==> src/ildp_defines.vh <==
`ifndef ILDP_DEFINES_VH
`define ILDP_DEFINES_VH

// Register byte offsets
`define ILDP_OFF_SYSCFG 12'h000
`define ILDP_OFF_CLKDIV 12'h004
`define ILDP_OFF_DUTY1_LOW 12'h008
`define ILDP_OFF_DUTY1_HIGH 12'h00c
`define ILDP_OFF_DUTY2_LOW 12'h010
`define ILDP_OFF_DUTY2_HIGH 12'h014
`define ILDP_OFF_STATUS_THREE 12'h018
`define ILDP_OFF_IRQ_STATUS 12'h01c
`define ILDP_OFF_IRQ_CLEAR 12'h020
`define ILDP_OFF_IRQ_ENABLE 12'h024
`define ILDP_OFF_DIM_STATE 12'h028

// system_config_one fields
`define ILDP_CFG_INTSEL_LSB 0
`define ILDP_CFG_CHEN_LSB 2
`define ILDP_CFG_SLEEP_BIT 4
`define ILDP_CFG_RESET 5'h00

// dim_clock_divider
`define ILDP_DIV_WIDTH 3
`define ILDP_DIV_RESET 3'h5
`define ILDP_DIV_RATIO_0 6'h01
`define ILDP_DIV_RATIO_1 6'h02
`define ILDP_DIV_RATIO_2 6'h04
`define ILDP_DIV_RATIO_3 6'h08
`define ILDP_DIV_RATIO_4 6'h10
`define ILDP_DIV_RATIO_5 6'h18
`define ILDP_DIV_RATIO_6 6'h20
`define ILDP_DIV_RATIO_7 6'h30

// status_three fields
`define ILDP_ST_PC_BIT 0
`define ILDP_ST_UV_BIT 1

// Interrupt event bits
`define ILDP_IRQ_PC_BIT 0
`define ILDP_IRQ_UV_BIT 1
`define ILDP_IRQ_WRAP1_BIT 2
`define ILDP_IRQ_WRAP2_BIT 3
`define ILDP_IRQ_WIDTH 4

// Dimming counter
`define ILDP_CNT_WIDTH 10
`define ILDP_CNT_LOAD 10'h3fe
`define ILDP_CNT_LAST 10'h3ff

// Master oscillator derived from pclk
`define ILDP_PCLK_KHZ 17'd100000
`define ILDP_OSC_KHZ 17'd10800

`endif

==> src/ildp_top.v <==
// What this block does
// - Each of two channels has its own 10-bit dimming counter.
// - Internal waveform used only when that channel's internal_dim_select is set.
// - Duty is a 10-bit value split over dim_duty_high and dim_duty_low.
// - Only a dim_duty_low write moves both halves on; high alone does nothing.
// - Pending duty takes effect only at count 1022, one counter clock before period end.
// - Counter clock is the master oscillator divided by a 3-bit field ratio.
// - Master oscillator is 10.8 MHz; dimming period is 1024 counter clocks.
// - Divider code 5 selects a ratio of 24.
// - Switching enable is external_dim_input, ANDed with the internal waveform where that channel's internal_dim_select is set.
// - power_cycle_flag sets when both bias supplies are low, and at power-up.
// - Reading status_three clears power_cycle_flag.
// - In sleep, analog bias below 4 V sets analog_bias_undervolt_flag.
// - Undervoltage flag clears when software takes the device out of sleep.
// - Clearing channel_enable_bit stops that channel switching.
//
// Our own choices: the APB interface to the registers and the placing of the registers.
`timescale 1ns/1ns
`include "ildp_defines.vh"

module ildp_top #(
  parameter CNT_WIDTH = 10,
  parameter NUM_CH = 2
) (
  input wire pclk,
  input wire presetn,
  input wire psel,
  input wire penable,
  input wire pwrite,
  input wire [11:0] paddr,
  input wire [31:0] pwdata,
  output reg [31:0] prdata,
  output reg pready,
  output reg pslverr,
  input wire [NUM_CH-1:0] external_dim_input,
  input wire bias_digital_low,
  input wire bias_analog_low,
  output reg [NUM_CH-1:0] switch_enable,
  output reg sleep_state,
  output reg irq
);

  reg [4:0] system_config_one;
  reg [`ILDP_DIV_WIDTH-1:0] dim_clock_divider;
  reg [1:0] dim_duty_high [0:NUM_CH-1];
  reg [7:0] dim_duty_low [0:NUM_CH-1];
  reg power_cycle_flag;
  reg analog_bias_undervolt_flag;
  reg [`ILDP_IRQ_WIDTH-1:0] irq_status;
  reg [`ILDP_IRQ_WIDTH-1:0] irq_enable;
  reg [16:0] osc_acc;
  reg osc_tick;
  reg [5:0] div_count;
  reg cnt_tick;
  reg [5:0] div_ratio;
  reg [31:0] next_prdata;
  reg next_pslverr;

  wire [NUM_CH-1:0] internal_dim_select;
  wire [NUM_CH-1:0] channel_enable_bit;
  wire sleep_request;
  wire [NUM_CH-1:0] dim_wave;
  wire [NUM_CH-1:0] period_end;
  wire [NUM_CH-1:0] duty_wr;
  wire [CNT_WIDTH*NUM_CH-1:0] active_duty;
  wire acc_phase;
  wire wr_done;
  wire rd_done;
  wire rd_status_three;
  wire pc_event;
  wire uv_event;
  wire leave_sleep;
  wire cfg_wr;
  wire [`ILDP_IRQ_WIDTH-1:0] irq_event;
  wire [`ILDP_IRQ_WIDTH-1:0] irq_clr;
  wire [16:0] acc_sum;

  assign internal_dim_select = system_config_one[`ILDP_CFG_INTSEL_LSB +: NUM_CH];
  assign channel_enable_bit = system_config_one[`ILDP_CFG_CHEN_LSB +: NUM_CH];
  assign sleep_request = system_config_one[`ILDP_CFG_SLEEP_BIT];

  // One wait state: data is registered on the same edge that raises pready
  assign acc_phase = psel & penable;
  assign wr_done = acc_phase & pready & pwrite;
  assign rd_done = acc_phase & pready & ~pwrite;
  assign rd_status_three = rd_done & (paddr == `ILDP_OFF_STATUS_THREE);
  assign cfg_wr = wr_done & (paddr == `ILDP_OFF_SYSCFG);

  assign pc_event = bias_digital_low & bias_analog_low;
  assign uv_event = sleep_request & bias_analog_low;
  assign leave_sleep = cfg_wr & sleep_request & ~pwdata[`ILDP_CFG_SLEEP_BIT];

  always @(posedge pclk or negedge presetn) begin
    if (!presetn) begin
      pready <= 1'b0;
      prdata <= 32'h0000_0000;
      pslverr <= 1'b0;
    end else begin
      pready <= acc_phase & ~pready;
      if (acc_phase & ~pready) begin
        prdata <= pwrite ? 32'h0000_0000 : next_prdata;
        pslverr <= next_pslverr;
      end else begin
        pslverr <= 1'b0;
      end
    end
  end

  always @* begin
    next_prdata = 32'h0000_0000;
    next_pslverr = 1'b0;
    case (paddr)
      `ILDP_OFF_SYSCFG: begin
        next_prdata[4:0] = system_config_one;
      end
      `ILDP_OFF_CLKDIV: begin
        next_prdata[`ILDP_DIV_WIDTH-1:0] = dim_clock_divider;
      end
      `ILDP_OFF_DUTY1_LOW: begin
        next_prdata[7:0] = dim_duty_low[0];
      end
      `ILDP_OFF_DUTY1_HIGH: begin
        next_prdata[1:0] = dim_duty_high[0];
      end
      `ILDP_OFF_DUTY2_LOW: begin
        next_prdata[7:0] = dim_duty_low[1];
      end
      `ILDP_OFF_DUTY2_HIGH: begin
        next_prdata[1:0] = dim_duty_high[1];
      end
      `ILDP_OFF_STATUS_THREE: begin
        next_prdata[`ILDP_ST_PC_BIT] = power_cycle_flag;
        next_prdata[`ILDP_ST_UV_BIT] = analog_bias_undervolt_flag;
      end
      `ILDP_OFF_IRQ_STATUS: begin
        next_prdata[`ILDP_IRQ_WIDTH-1:0] = irq_status;
      end
      `ILDP_OFF_IRQ_CLEAR: begin
        next_prdata = 32'h0000_0000;
      end
      `ILDP_OFF_IRQ_ENABLE: begin
        next_prdata[`ILDP_IRQ_WIDTH-1:0] = irq_enable;
      end
      `ILDP_OFF_DIM_STATE: begin
        next_prdata[NUM_CH-1:0] = dim_wave;
        next_prdata[8 +: NUM_CH] = switch_enable;
        next_prdata[16 +: CNT_WIDTH] = active_duty[CNT_WIDTH-1:0];
      end
      default: begin
        next_pslverr = 1'b1;
      end
    endcase
  end

  always @(posedge pclk or negedge presetn) begin
    if (!presetn) begin
      system_config_one <= `ILDP_CFG_RESET;
      dim_clock_divider <= `ILDP_DIV_RESET;
      irq_enable <= {`ILDP_IRQ_WIDTH{1'b0}};
    end else if (wr_done) begin
      case (paddr)
        `ILDP_OFF_SYSCFG: begin
          system_config_one <= pwdata[4:0];
        end
        `ILDP_OFF_CLKDIV: begin
          dim_clock_divider <= pwdata[`ILDP_DIV_WIDTH-1:0];
        end
        `ILDP_OFF_IRQ_ENABLE: begin
          irq_enable <= pwdata[`ILDP_IRQ_WIDTH-1:0];
        end
        default: begin
          irq_enable <= irq_enable;
        end
      endcase
    end
  end

  // Duty halves, one pair per channel
  genvar ch;
  generate
    for (ch = 0; ch < NUM_CH; ch = ch + 1) begin : g_ch
      wire [11:0] off_low;
      wire [11:0] off_high;
      assign off_low = (ch == 0) ? `ILDP_OFF_DUTY1_LOW : `ILDP_OFF_DUTY2_LOW;
      assign off_high = (ch == 0) ? `ILDP_OFF_DUTY1_HIGH : `ILDP_OFF_DUTY2_HIGH;
      assign duty_wr[ch] = wr_done & (paddr == off_low);

      always @(posedge pclk or negedge presetn) begin
        if (!presetn) begin
          dim_duty_high[ch] <= 2'h0;
          dim_duty_low[ch] <= 8'h00;
        end else begin
          // High half only parks here until the low half arrives
          if (wr_done & (paddr == off_high)) begin
            dim_duty_high[ch] <= pwdata[1:0];
          end
          if (duty_wr[ch]) begin
            dim_duty_low[ch] <= pwdata[7:0];
          end
        end
      end

      ildp_chan #(
        .CNT_WIDTH(CNT_WIDTH)
      ) u_chan (
        .pclk(pclk),
        .presetn(presetn),
        .cnt_tick(cnt_tick),
        .duty_wr(duty_wr[ch]),
        .duty_in({dim_duty_high[ch], pwdata[7:0]}),
        .dim_wave(dim_wave[ch]),
        .period_end(period_end[ch]),
        .active_duty(active_duty[ch*CNT_WIDTH +: CNT_WIDTH])
      );

      always @(posedge pclk or negedge presetn) begin
        if (!presetn) begin
          switch_enable[ch] <= 1'b0;
        end else begin
          // Held off while the power-cycle fault stands or in sleep
          switch_enable[ch] <= channel_enable_bit[ch]
            & external_dim_input[ch]
            & (~internal_dim_select[ch] | dim_wave[ch])
            & ~power_cycle_flag & ~sleep_request;
        end
      end
    end
  endgenerate

  // 10.8 MHz master tick from pclk by fractional accumulation
  assign acc_sum = osc_acc + `ILDP_OSC_KHZ;

  always @(posedge pclk or negedge presetn) begin
    if (!presetn) begin
      osc_acc <= 17'd0;
      osc_tick <= 1'b0;
    end else begin
      if (acc_sum >= `ILDP_PCLK_KHZ) begin
        osc_acc <= acc_sum - `ILDP_PCLK_KHZ;
        osc_tick <= 1'b1;
      end else begin
        osc_acc <= acc_sum;
        osc_tick <= 1'b0;
      end
    end
  end

  always @* begin
    case (dim_clock_divider)
      3'h0: div_ratio = `ILDP_DIV_RATIO_0;
      3'h1: div_ratio = `ILDP_DIV_RATIO_1;
      3'h2: div_ratio = `ILDP_DIV_RATIO_2;
      3'h3: div_ratio = `ILDP_DIV_RATIO_3;
      3'h4: div_ratio = `ILDP_DIV_RATIO_4;
      3'h5: div_ratio = `ILDP_DIV_RATIO_5;
      3'h6: div_ratio = `ILDP_DIV_RATIO_6;
      default: div_ratio = `ILDP_DIV_RATIO_7;
    endcase
  end

  always @(posedge pclk or negedge presetn) begin
    if (!presetn) begin
      div_count <= 6'h00;
      cnt_tick <= 1'b0;
    end else begin
      cnt_tick <= 1'b0;
      if (osc_tick) begin
        // Reaching or passing the ratio restarts, so a smaller new code is safe
        if (div_count + 6'h01 >= div_ratio) begin
          div_count <= 6'h00;
          cnt_tick <= 1'b1;
        end else begin
          div_count <= div_count + 6'h01;
        end
      end
    end
  end

  // Status flags: a power-cycle set beats a status_three read clear in the same cycle; leaving sleep beats an undervoltage set
  always @(posedge pclk or negedge presetn) begin
    if (!presetn) begin
      power_cycle_flag <= 1'b1;
      analog_bias_undervolt_flag <= 1'b0;
      sleep_state <= 1'b0;
    end else begin
      sleep_state <= sleep_request;
      if (pc_event) begin
        power_cycle_flag <= 1'b1;
      end else if (rd_status_three) begin
        power_cycle_flag <= 1'b0;
      end
      if (uv_event & ~leave_sleep) begin
        analog_bias_undervolt_flag <= 1'b1;
      end else if (leave_sleep) begin
        analog_bias_undervolt_flag <= 1'b0;
      end
    end
  end

  // Interrupt events are the rising of each flag plus period wraps
  reg pc_seen;
  reg uv_seen;

  assign irq_event[`ILDP_IRQ_PC_BIT] = power_cycle_flag & ~pc_seen;
  assign irq_event[`ILDP_IRQ_UV_BIT] = analog_bias_undervolt_flag & ~uv_seen;
  assign irq_event[`ILDP_IRQ_WRAP1_BIT] = period_end[0];
  assign irq_event[`ILDP_IRQ_WRAP2_BIT] = period_end[1];
  assign irq_clr = (wr_done & (paddr == `ILDP_OFF_IRQ_CLEAR)) ?
    pwdata[`ILDP_IRQ_WIDTH-1:0] : {`ILDP_IRQ_WIDTH{1'b0}};

  always @(posedge pclk or negedge presetn) begin
    if (!presetn) begin
      pc_seen <= 1'b0;
      uv_seen <= 1'b0;
      irq_status <= {`ILDP_IRQ_WIDTH{1'b0}};
      irq <= 1'b0;
    end else begin
      pc_seen <= power_cycle_flag;
      uv_seen <= analog_bias_undervolt_flag;
      irq_status <= (irq_status & ~irq_clr) | irq_event;
      irq <= |(((irq_status & ~irq_clr) | irq_event) & irq_enable);
    end
  end

endmodule

==> src/ildp_chan.v <==
`timescale 1ns/1ns
`include "ildp_defines.vh"

module ildp_chan #(
  parameter CNT_WIDTH = 10
) (
  input wire pclk,
  input wire presetn,
  input wire cnt_tick,
  input wire duty_wr,
  input wire [CNT_WIDTH-1:0] duty_in,
  output reg dim_wave,
  output reg period_end,
  output wire [CNT_WIDTH-1:0] active_duty
);

  reg [CNT_WIDTH-1:0] count;
  reg [CNT_WIDTH-1:0] pending;
  reg [CNT_WIDTH-1:0] active;

  assign active_duty = active;

  always @(posedge pclk or negedge presetn) begin
    if (!presetn) begin
      count <= {CNT_WIDTH{1'b0}};
      pending <= {CNT_WIDTH{1'b0}};
      active <= {CNT_WIDTH{1'b0}};
      dim_wave <= 1'b0;
      period_end <= 1'b0;
    end else begin
      period_end <= 1'b0;
      if (duty_wr) begin
        pending <= duty_in;
      end
      if (cnt_tick) begin
        count <= count + {{(CNT_WIDTH-1){1'b0}}, 1'b1};
        // Late swap keeps the running period intact
        if (count == `ILDP_CNT_LOAD) begin
          active <= duty_wr ? duty_in : pending;
        end
        if (count == `ILDP_CNT_LAST) begin
          period_end <= 1'b1;
        end
      end
      dim_wave <= (count < active);
    end
  end

endmodule

==> config.mk <==
export PLATFORM = sky130hd
export DESIGN_NAME = ildp_top
export DESIGN_NICKNAME = d
export VERILOG_FILES = /design/src/ildp_top.v /design/src/ildp_chan.v
export VERILOG_INCLUDE_DIRS = /design/src
export SDC_FILE = /design/constraint.sdc
export NUM_CORES = 1
export LEC_CHECK = 0
export BUFFER_PORTS_ARGS = -buffer_cell sky130_fd_sc_hd__buf_2
export CORE_MARGIN = 1
export CORE_UTILIZATION = 30
export DETAILED_ROUTE_END_ITERATION = 8
export RECOVER_POWER = 100
export SYNTH_ARGS = -nofsm -noshare
export SYNTH_HDL_FRONTEND = slang
export SYNTH_SLANG_ARGS = --single-unit
export TNS_END_PERCENT = 5
==> constraint.sdc <==
create_clock -name pclk -period 3.3 [get_ports pclk]
set_input_delay 0.66 -clock pclk [delete_from_list [all_inputs] [get_ports pclk]]
set_output_delay 0.66 -clock pclk [all_outputs]
set_load 0.005 [all_outputs]
Word-level counts from Yosys, hierarchy flattened. Index checks and enable logic that the tools add are counted.

Reductions and logical operators: 11. Bitwise gates (word level): 43. $add $sub $neg: 5. Mux-type cells: 27. Equal/unequal tests: 20. $lt $le $gt $ge: 4.

Operators with widths (number): $eq A12 B5 Y1 const B (4); $pmux W6 S7 (1); $eq A10 B10 Y1 const B (4); $eq A12 B6 Y1 const B (3); $mux W10 (3); $and A1 B1 Y1 (27); $mux W26 (1); $eq A12 B4 Y1 const B (2); $add A10 B1 Y10 const B (2); $lt A10 B10 Y1 (2); $pmux W2 S10 (1); $add A17 B14 Y17 const B (1); $ge A17 B17 Y1 const B (1); $mux W17 (1); $sub A17 B17 Y17 const B (1); $mux W1 (13); $eq A12 B3 Y1 const B (1); $logic_not A12 Y1 (1); $reduce_or A11 Y1 (1); $not A1 Y1 (10); $reduce_and A2 Y1 (5); $eq A3 B3 Y1 const B (3); $and A4 B4 Y4 (2); $add A6 B1 Y6 const B (1); 16 further kinds (19).

Word-level logic and storage cells: 143. Register bits: 167. Output and inout port bits: 38. Input bits: 53.

Longest topological paths before layout.
Depth in word-level cells: 10. Gate-level depth with buffers: 11. Depth with buffers taken out: 11.

Cells and area by module. From an unflattened synthesis, not the netlist that was laid out.

Cell total of the unflattened synthesis: 713. Area, all modules: 7718.7 µm².

Modules (own cells, without submodules): ildp_top (area an instance 4758.3 µm², sequential area each 2180.8 µm², cells an instance 459, instances 1); ildp_chan (area an instance 1480.2 µm², sequential area each 800.8 µm², cells an instance 127, instances 2).

Worst setup path after synthesis. No wires, ideal clock.

Path kind: reg-to-reg. Start: reg osc_acc[4]. End: reg osc_acc[6]. Required time: 3.221 ns. Setup time: 0.079 ns. Cell stages (with the launch flop): 12. Setup slack: 0.527 ns. Period minus slack after synthesis: 2.773 ns. Path buffers: 0. Arrival: 2.694 ns. Path through: dfrtp_1 > inv_1 > ha_1 > xor2_1 > ha_1 > nor2b_1 > or3_2 > a21oi_1 > a21oi_1 > nor3b_4 > or2_4 > mux2i_1.

Longest elaborated chain between the ends: 3. Elaborated cells on any way between the ends: 4. Those cells by class: add/sub: 2; order compare: 1; mux: 1.

Ends and longest elaborated chain: from (decl) (RTL line ildp_top.v:51) `reg [16:0] osc_acc;`; from (signal assigned) (RTL line ildp_top.v:239) `` osc_acc <= acc_sum - `ILDP_PCLK_KHZ; ``; from (signal assigned) (RTL line ildp_top.v:242) `osc_acc <= acc_sum;`; $add A17 B14 Y17 (no source line) (*); net acc_sum[4] (RTL line ildp_top.v:76) `wire [16:0] acc_sum;`; $sub A17 B17 Y17 (no source line) / $ge A17 B17 Y1 (equally long branches); $mux W17 (*) (RTL line ildp_top.v:238) `` if (acc_sum >= `ILDP_PCLK_KHZ) begin ``.

Mark *: on every way through the listed nets, which the timed path passes. The rest lies on a longest branch. A chain may end at the register's enable or synchronous reset.

Final worst setup path.
Start: reg osc_acc[4]. End: reg osc_acc[12].

The elaborated chain is that of the path after synthesis.

==> impl_summary.log <==
INFO  metric status = complete, but fails checks
INFO  metric violations = capacitance limit, slew limit
INFO  metric clock_sink_count = roughly 150
INFO  metric async_flop_share = 1.00
INFO  metric fin_hold_ws = 0.440 ns
INFO  metric crit_required = between 3 and 4 ns
INFO  metric clkTransAtPathRegs = 0.06 ns
INFO  metric via_count = 5329
INFO  metric finalCriticalPeriod = approximately 3.1 ns
INFO  metric syn_area = about 7600 um2
INFO  metric hold_path_startpoint = analog_bias_undervolt_flag
INFO  metric via_per_inst = around 4.8
INFO  metric fp.dieW = ~160 um
INFO  metric pins_over_slew_limit = 55
INFO  metric drv_cap = 1
INFO  metric fillCellCount = roughly 2500
INFO  metric utilization = 0.358
INFO  metric clockBufferDepth = 2
INFO  metric crit-reg2reg-launch = osc_acc[4]
INFO  metric yosysWarnings = 0
INFO  metric finalSetupViolations = 0
INFO  metric flow.area_growth_from_synthesis = 15.6%
INFO  metric drtIter0Drc = about 290
INFO  metric timing_worst_slew_pin_value = around 2.5 ns
INFO  metric drtAntennaViolNets = 0
INFO  metric fmax = 0.322 GHz
INFO  metric timing.clock.skew = roughly 0.011 ns
INFO  metric first_pass_grt_wire_length = approximately 27000 um
INFO  metric syn-mean-instance-area = between 10 and 15 um2
INFO  metric fin_crit_sh = 0.940
INFO  metric clockRootBuffer = clkbuf_16
INFO  metric pwr_density_cell = 440 nW/um2
INFO  metric gr-total-overflow = 0
INFO  metric rsz0062_at_grt = no
INFO  metric tritoncts = yes
INFO  metric die_area = 26000 um2
INFO  metric wl_per_cell = roughly 15 um
INFO  metric initial_utilization = 0.309
INFO  metric arrival_time_at_the_worst_endpoint = roughly 3.5 ns
INFO  metric core_area = around 25000 um2
INFO  metric cts_stage_hold_buffer_count = 0
INFO  metric cts_post_setup_buffers_inserted = 0
INFO  metric setup_tns = 0 ns
INFO  metric hold_viol_final = 0
INFO  metric drc_errors = 0
INFO  metric synth_edf_count = 0
INFO  metric layout.area.seq = around 3800 um2
INFO  metric synth_cell_types = between 60 and 70
INFO  metric maxSlewHeadroom = -0.651
INFO  metric grtUsageTotal = 0.132
INFO  metric critical_path.startpoint = osc_acc[4]
INFO  metric cts_made_buffers = 17
INFO  metric wirelength = between 15000 and 20000 um
INFO  metric floorplan.io_pins = 91
INFO  metric critPathSlowestCell = or4_1
INFO  metric p_leak = 4.17 nW
INFO  metric dieHeight = 161 um
INFO  metric insertedDiodeCount = 0
INFO  metric synthFlopType = dfrtp_1
INFO  metric dr.pass1.iters = 4
INFO  metric synth_seq_cells = around 150
INFO  metric total_power = 3.87 mW
INFO  metric max-vdd-ir-drop = 0.000312 V
INFO  metric seq_area_frac_synth = 0.497
INFO  metric hold_crit_path_type = flop to flop
INFO  metric worstSetupStartpointType = flop
INFO  metric clock_tree.htree_level_count = 4
INFO  metric largest_net_degree_at_the_start_of_global_routing = 56
INFO  metric finalNetCount = around 860
INFO  metric port_buffers = 54
INFO  metric placementRows = 57
INFO  metric gp_congestion = about 0.81
INFO  metric timing.critical_path.buf_inv = 1
INFO  metric crit_chain = inv_1 > ha_1 > and4b_1 > o21bai_4 > or4b_1 > a311oi_1 > a21oi_1 > or4_1 > nand2_1
INFO  metric number_of_antenna_violations_at_the_first_check_in_global_routing = 0
INFO  metric critical-path-max-stage-delay = approximately 0.6 ns
INFO  metric timing_worst_setup_path_type = flop to flop
INFO  metric critical_path.endpoint_type = flop
INFO  metric placement.setup.worst_slack = between 0.2 and 0.25 ns
INFO  metric worstSkewPairLatency = ~0.42 ns
INFO  metric grt_pass1_vias = ~5300
INFO  metric dpl.hpwl = ~12000 um
INFO  metric post-route-worst-setup-slack = about 0.20 ns
INFO  metric crit_family = simple AND/OR/NAND/NOR gates
INFO  metric worst_reg2reg_setup_slack = around 0.20 ns
INFO  metric worstPathMaxFanout = 11
INFO  metric multi_input_gate_area_in_the_final_layout = 3510 um2
INFO  metric postSynthCellCount = about 710
INFO  metric final_layout_size_suffix_gt1_frac = 0.185
## repair_timing
item | 4_1_cts | 5_1_grt
hold endpoints to repair | 0 | 0
resized for setup | 0 | 1
setup endpoints to repair | 0 | 1
## layout make-up
| type | count | share of cell area |
|---|---|---|
| timing repair buffer | 69 | 0.0422 |
| clock inverter | 13 | 0.0169 |
| inverter | 40 | 0.0171 |
| tap | 324 | 0.0461 |
| multi-input combinational | 491 | 0.399 |
| sequential | 151 | 0.430 |
| clock buffer | 18 | 0.0488 |
## state kept, by name, indices dropped and copies added, names as in the netlist, 2 cells and up
| register | count |
|---|---|
| g_ch.u_chan.active_duty | 20 |
| g_ch.u_chan.count | 20 |
| g_ch.u_chan.pending | 20 |
| prdata | 20 |
| dim_duty_low | 16 |
| osc_acc | 13 |
| div_count | 6 |
| system_config_one | 5 |
| dim_duty_high | 4 |
| irq_enable | 4 |
| irq_status | 4 |
| dim_clock_divider | 3 |
| g_ch.u_chan.dim_wave | 2 |
| g_ch.u_chan.period_end | 2 |
| switch_enable | 2 |
## worst register-to-register path, delay by kind of cell, from the launching register on
family | cells | cell delay (ns)
AOI/OAI and AO/OA | 3 | 0.71
adders and majority gates | 1 | 0.33
buffers and inverters | 1 | 0.10
DFF | 1 | 0.44
and+or+nand+nor | 4 | 1.45
## worst paths after layout
kind                                        end  depth (start not counted)
setup / recovery                    osc_acc[12]                          9
hold / removal                          uv_seen                          0
setup reg to reg                    osc_acc[12]                          9
hold reg to reg                         uv_seen                          0
max in group asynchronous  dim_clock_divider[0]                          2
min in group asynchronous             prdata[4]                          1
## cells by family (layout without fill, tap and decap cells)
logic type	count (synthesis)	in the layout	synth area share
flip-flops	151	151	0.497
XOR/XNOR	38	38	0.0437
AND/OR/NAND/NOR	206	206	0.142
AO/OA/AOI/OAI	142	142	0.128
buffers and inverters	77	140	0.0482
multiplexers	61	61	0.0888
other	1	12	0.000493
adder cells (fa/ha/maj)	32	32	0.0526
## cell usage in the layout, fill, tap and decap left out, types with 5 or more instances in the layout
cell type | netlist | final
nor2_1 | 45 | 46
clkbuf_1 | 15 | 19
o22ai_1 | 6 | 6
inv_1 | 40 | 40
nor3_1 | 16 | 16
nand3_1 | 17 | 17
xnor2_1 | 23 | 23
ha_1 | 32 | 32
mux2_2 | 52 | 43
a21oi_1 | 27 | 27
clkbuf_16 | 0 | 17
mux2_1 | 0 | 9
nand2b_1 | 12 | 12
buf_4 | 13 | 5
conb_1 | 1 | 12
or2_2 | 11 | 9
a22oi_1 | 8 | 8
buf_2 | 5 | 41
a21o_1 | 8 | 8
mux2i_1 | 9 | 9
dfrtp_1 | 148 | 148
and3_1 | 6 | 6
nand2_1 | 49 | 49
xor2_1 | 15 | 14
o21ai_0 | 38 | 38
nand4_1 | 11 | 11
nor2b_1 | 11 | 11
a22o_1 | 16 | 16
## power breakdown
group          leakage (nW)  internal [mW]  switching, mW
Clock                 0.279           1.12          0.781
Combinational          1.89         0.0296         0.0859
Sequential             2.00           1.86        0.00199
Total                  4.17           3.00          0.869
## layer usage
layer	part of all wire	global-route usage	wire length [um]
met5	0	0	0
met4	0.012	0.0403	197
met3	0.028	0.0252	449
met2	0.45	0.201	7210
met1	0.51	0.190	8310
## synth_stat cells, types with 4 or more instances
| master | number | area [um2] |
|---|---|---|
| nand4_1 | 11 | 68.8 |
| buf_2 | 5 | 25.0 |
| xnor2_1 | 23 | 201 |
| nand2b_1 | 12 | 75.1 |
| a21boi_0 | 4 | 30.0 |
| o21ai_0 | 38 | 190 |
| o22ai_1 | 6 | 37.5 |
| a21oi_1 | 27 | 135 |
| mux2i_1 | 9 | 90.1 |
| or2_2 | 11 | 68.8 |
| mux2_2 | 52 | 586 |
| and3_1 | 6 | 37.5 |
| a22oi_1 | 8 | 60.1 |
| a22o_1 | 16 | 140 |
| nand3_1 | 17 | 85.1 |
| o2111ai_1 | 4 | 35.0 |
| nand2_1 | 49 | 184 |
| nor2b_1 | 11 | 68.8 |
| a21o_1 | 8 | 60.1 |
| clkbuf_1 | 15 | 56.3 |
| ha_1 | 32 | 400 |
| dfrtp_1 | 148 | 3700 |
| buf_4 | 13 | 97.6 |
| nor3_1 | 16 | 80.1 |
| inv_1 | 40 | 150 |
| and2_1 | 4 | 25.0 |
| nor2_1 | 45 | 169 |
| xor2_1 | 15 | 131 |
## per-stage QoR
step	area [um2]	instances
after floorplan	7650	719
after global placement	8270	1075
after detailed placement	8270	1075
after CTS	8840	1106
after global routing	8800	1106
final	8800	1106
Power figures use the tool's default switching activity.
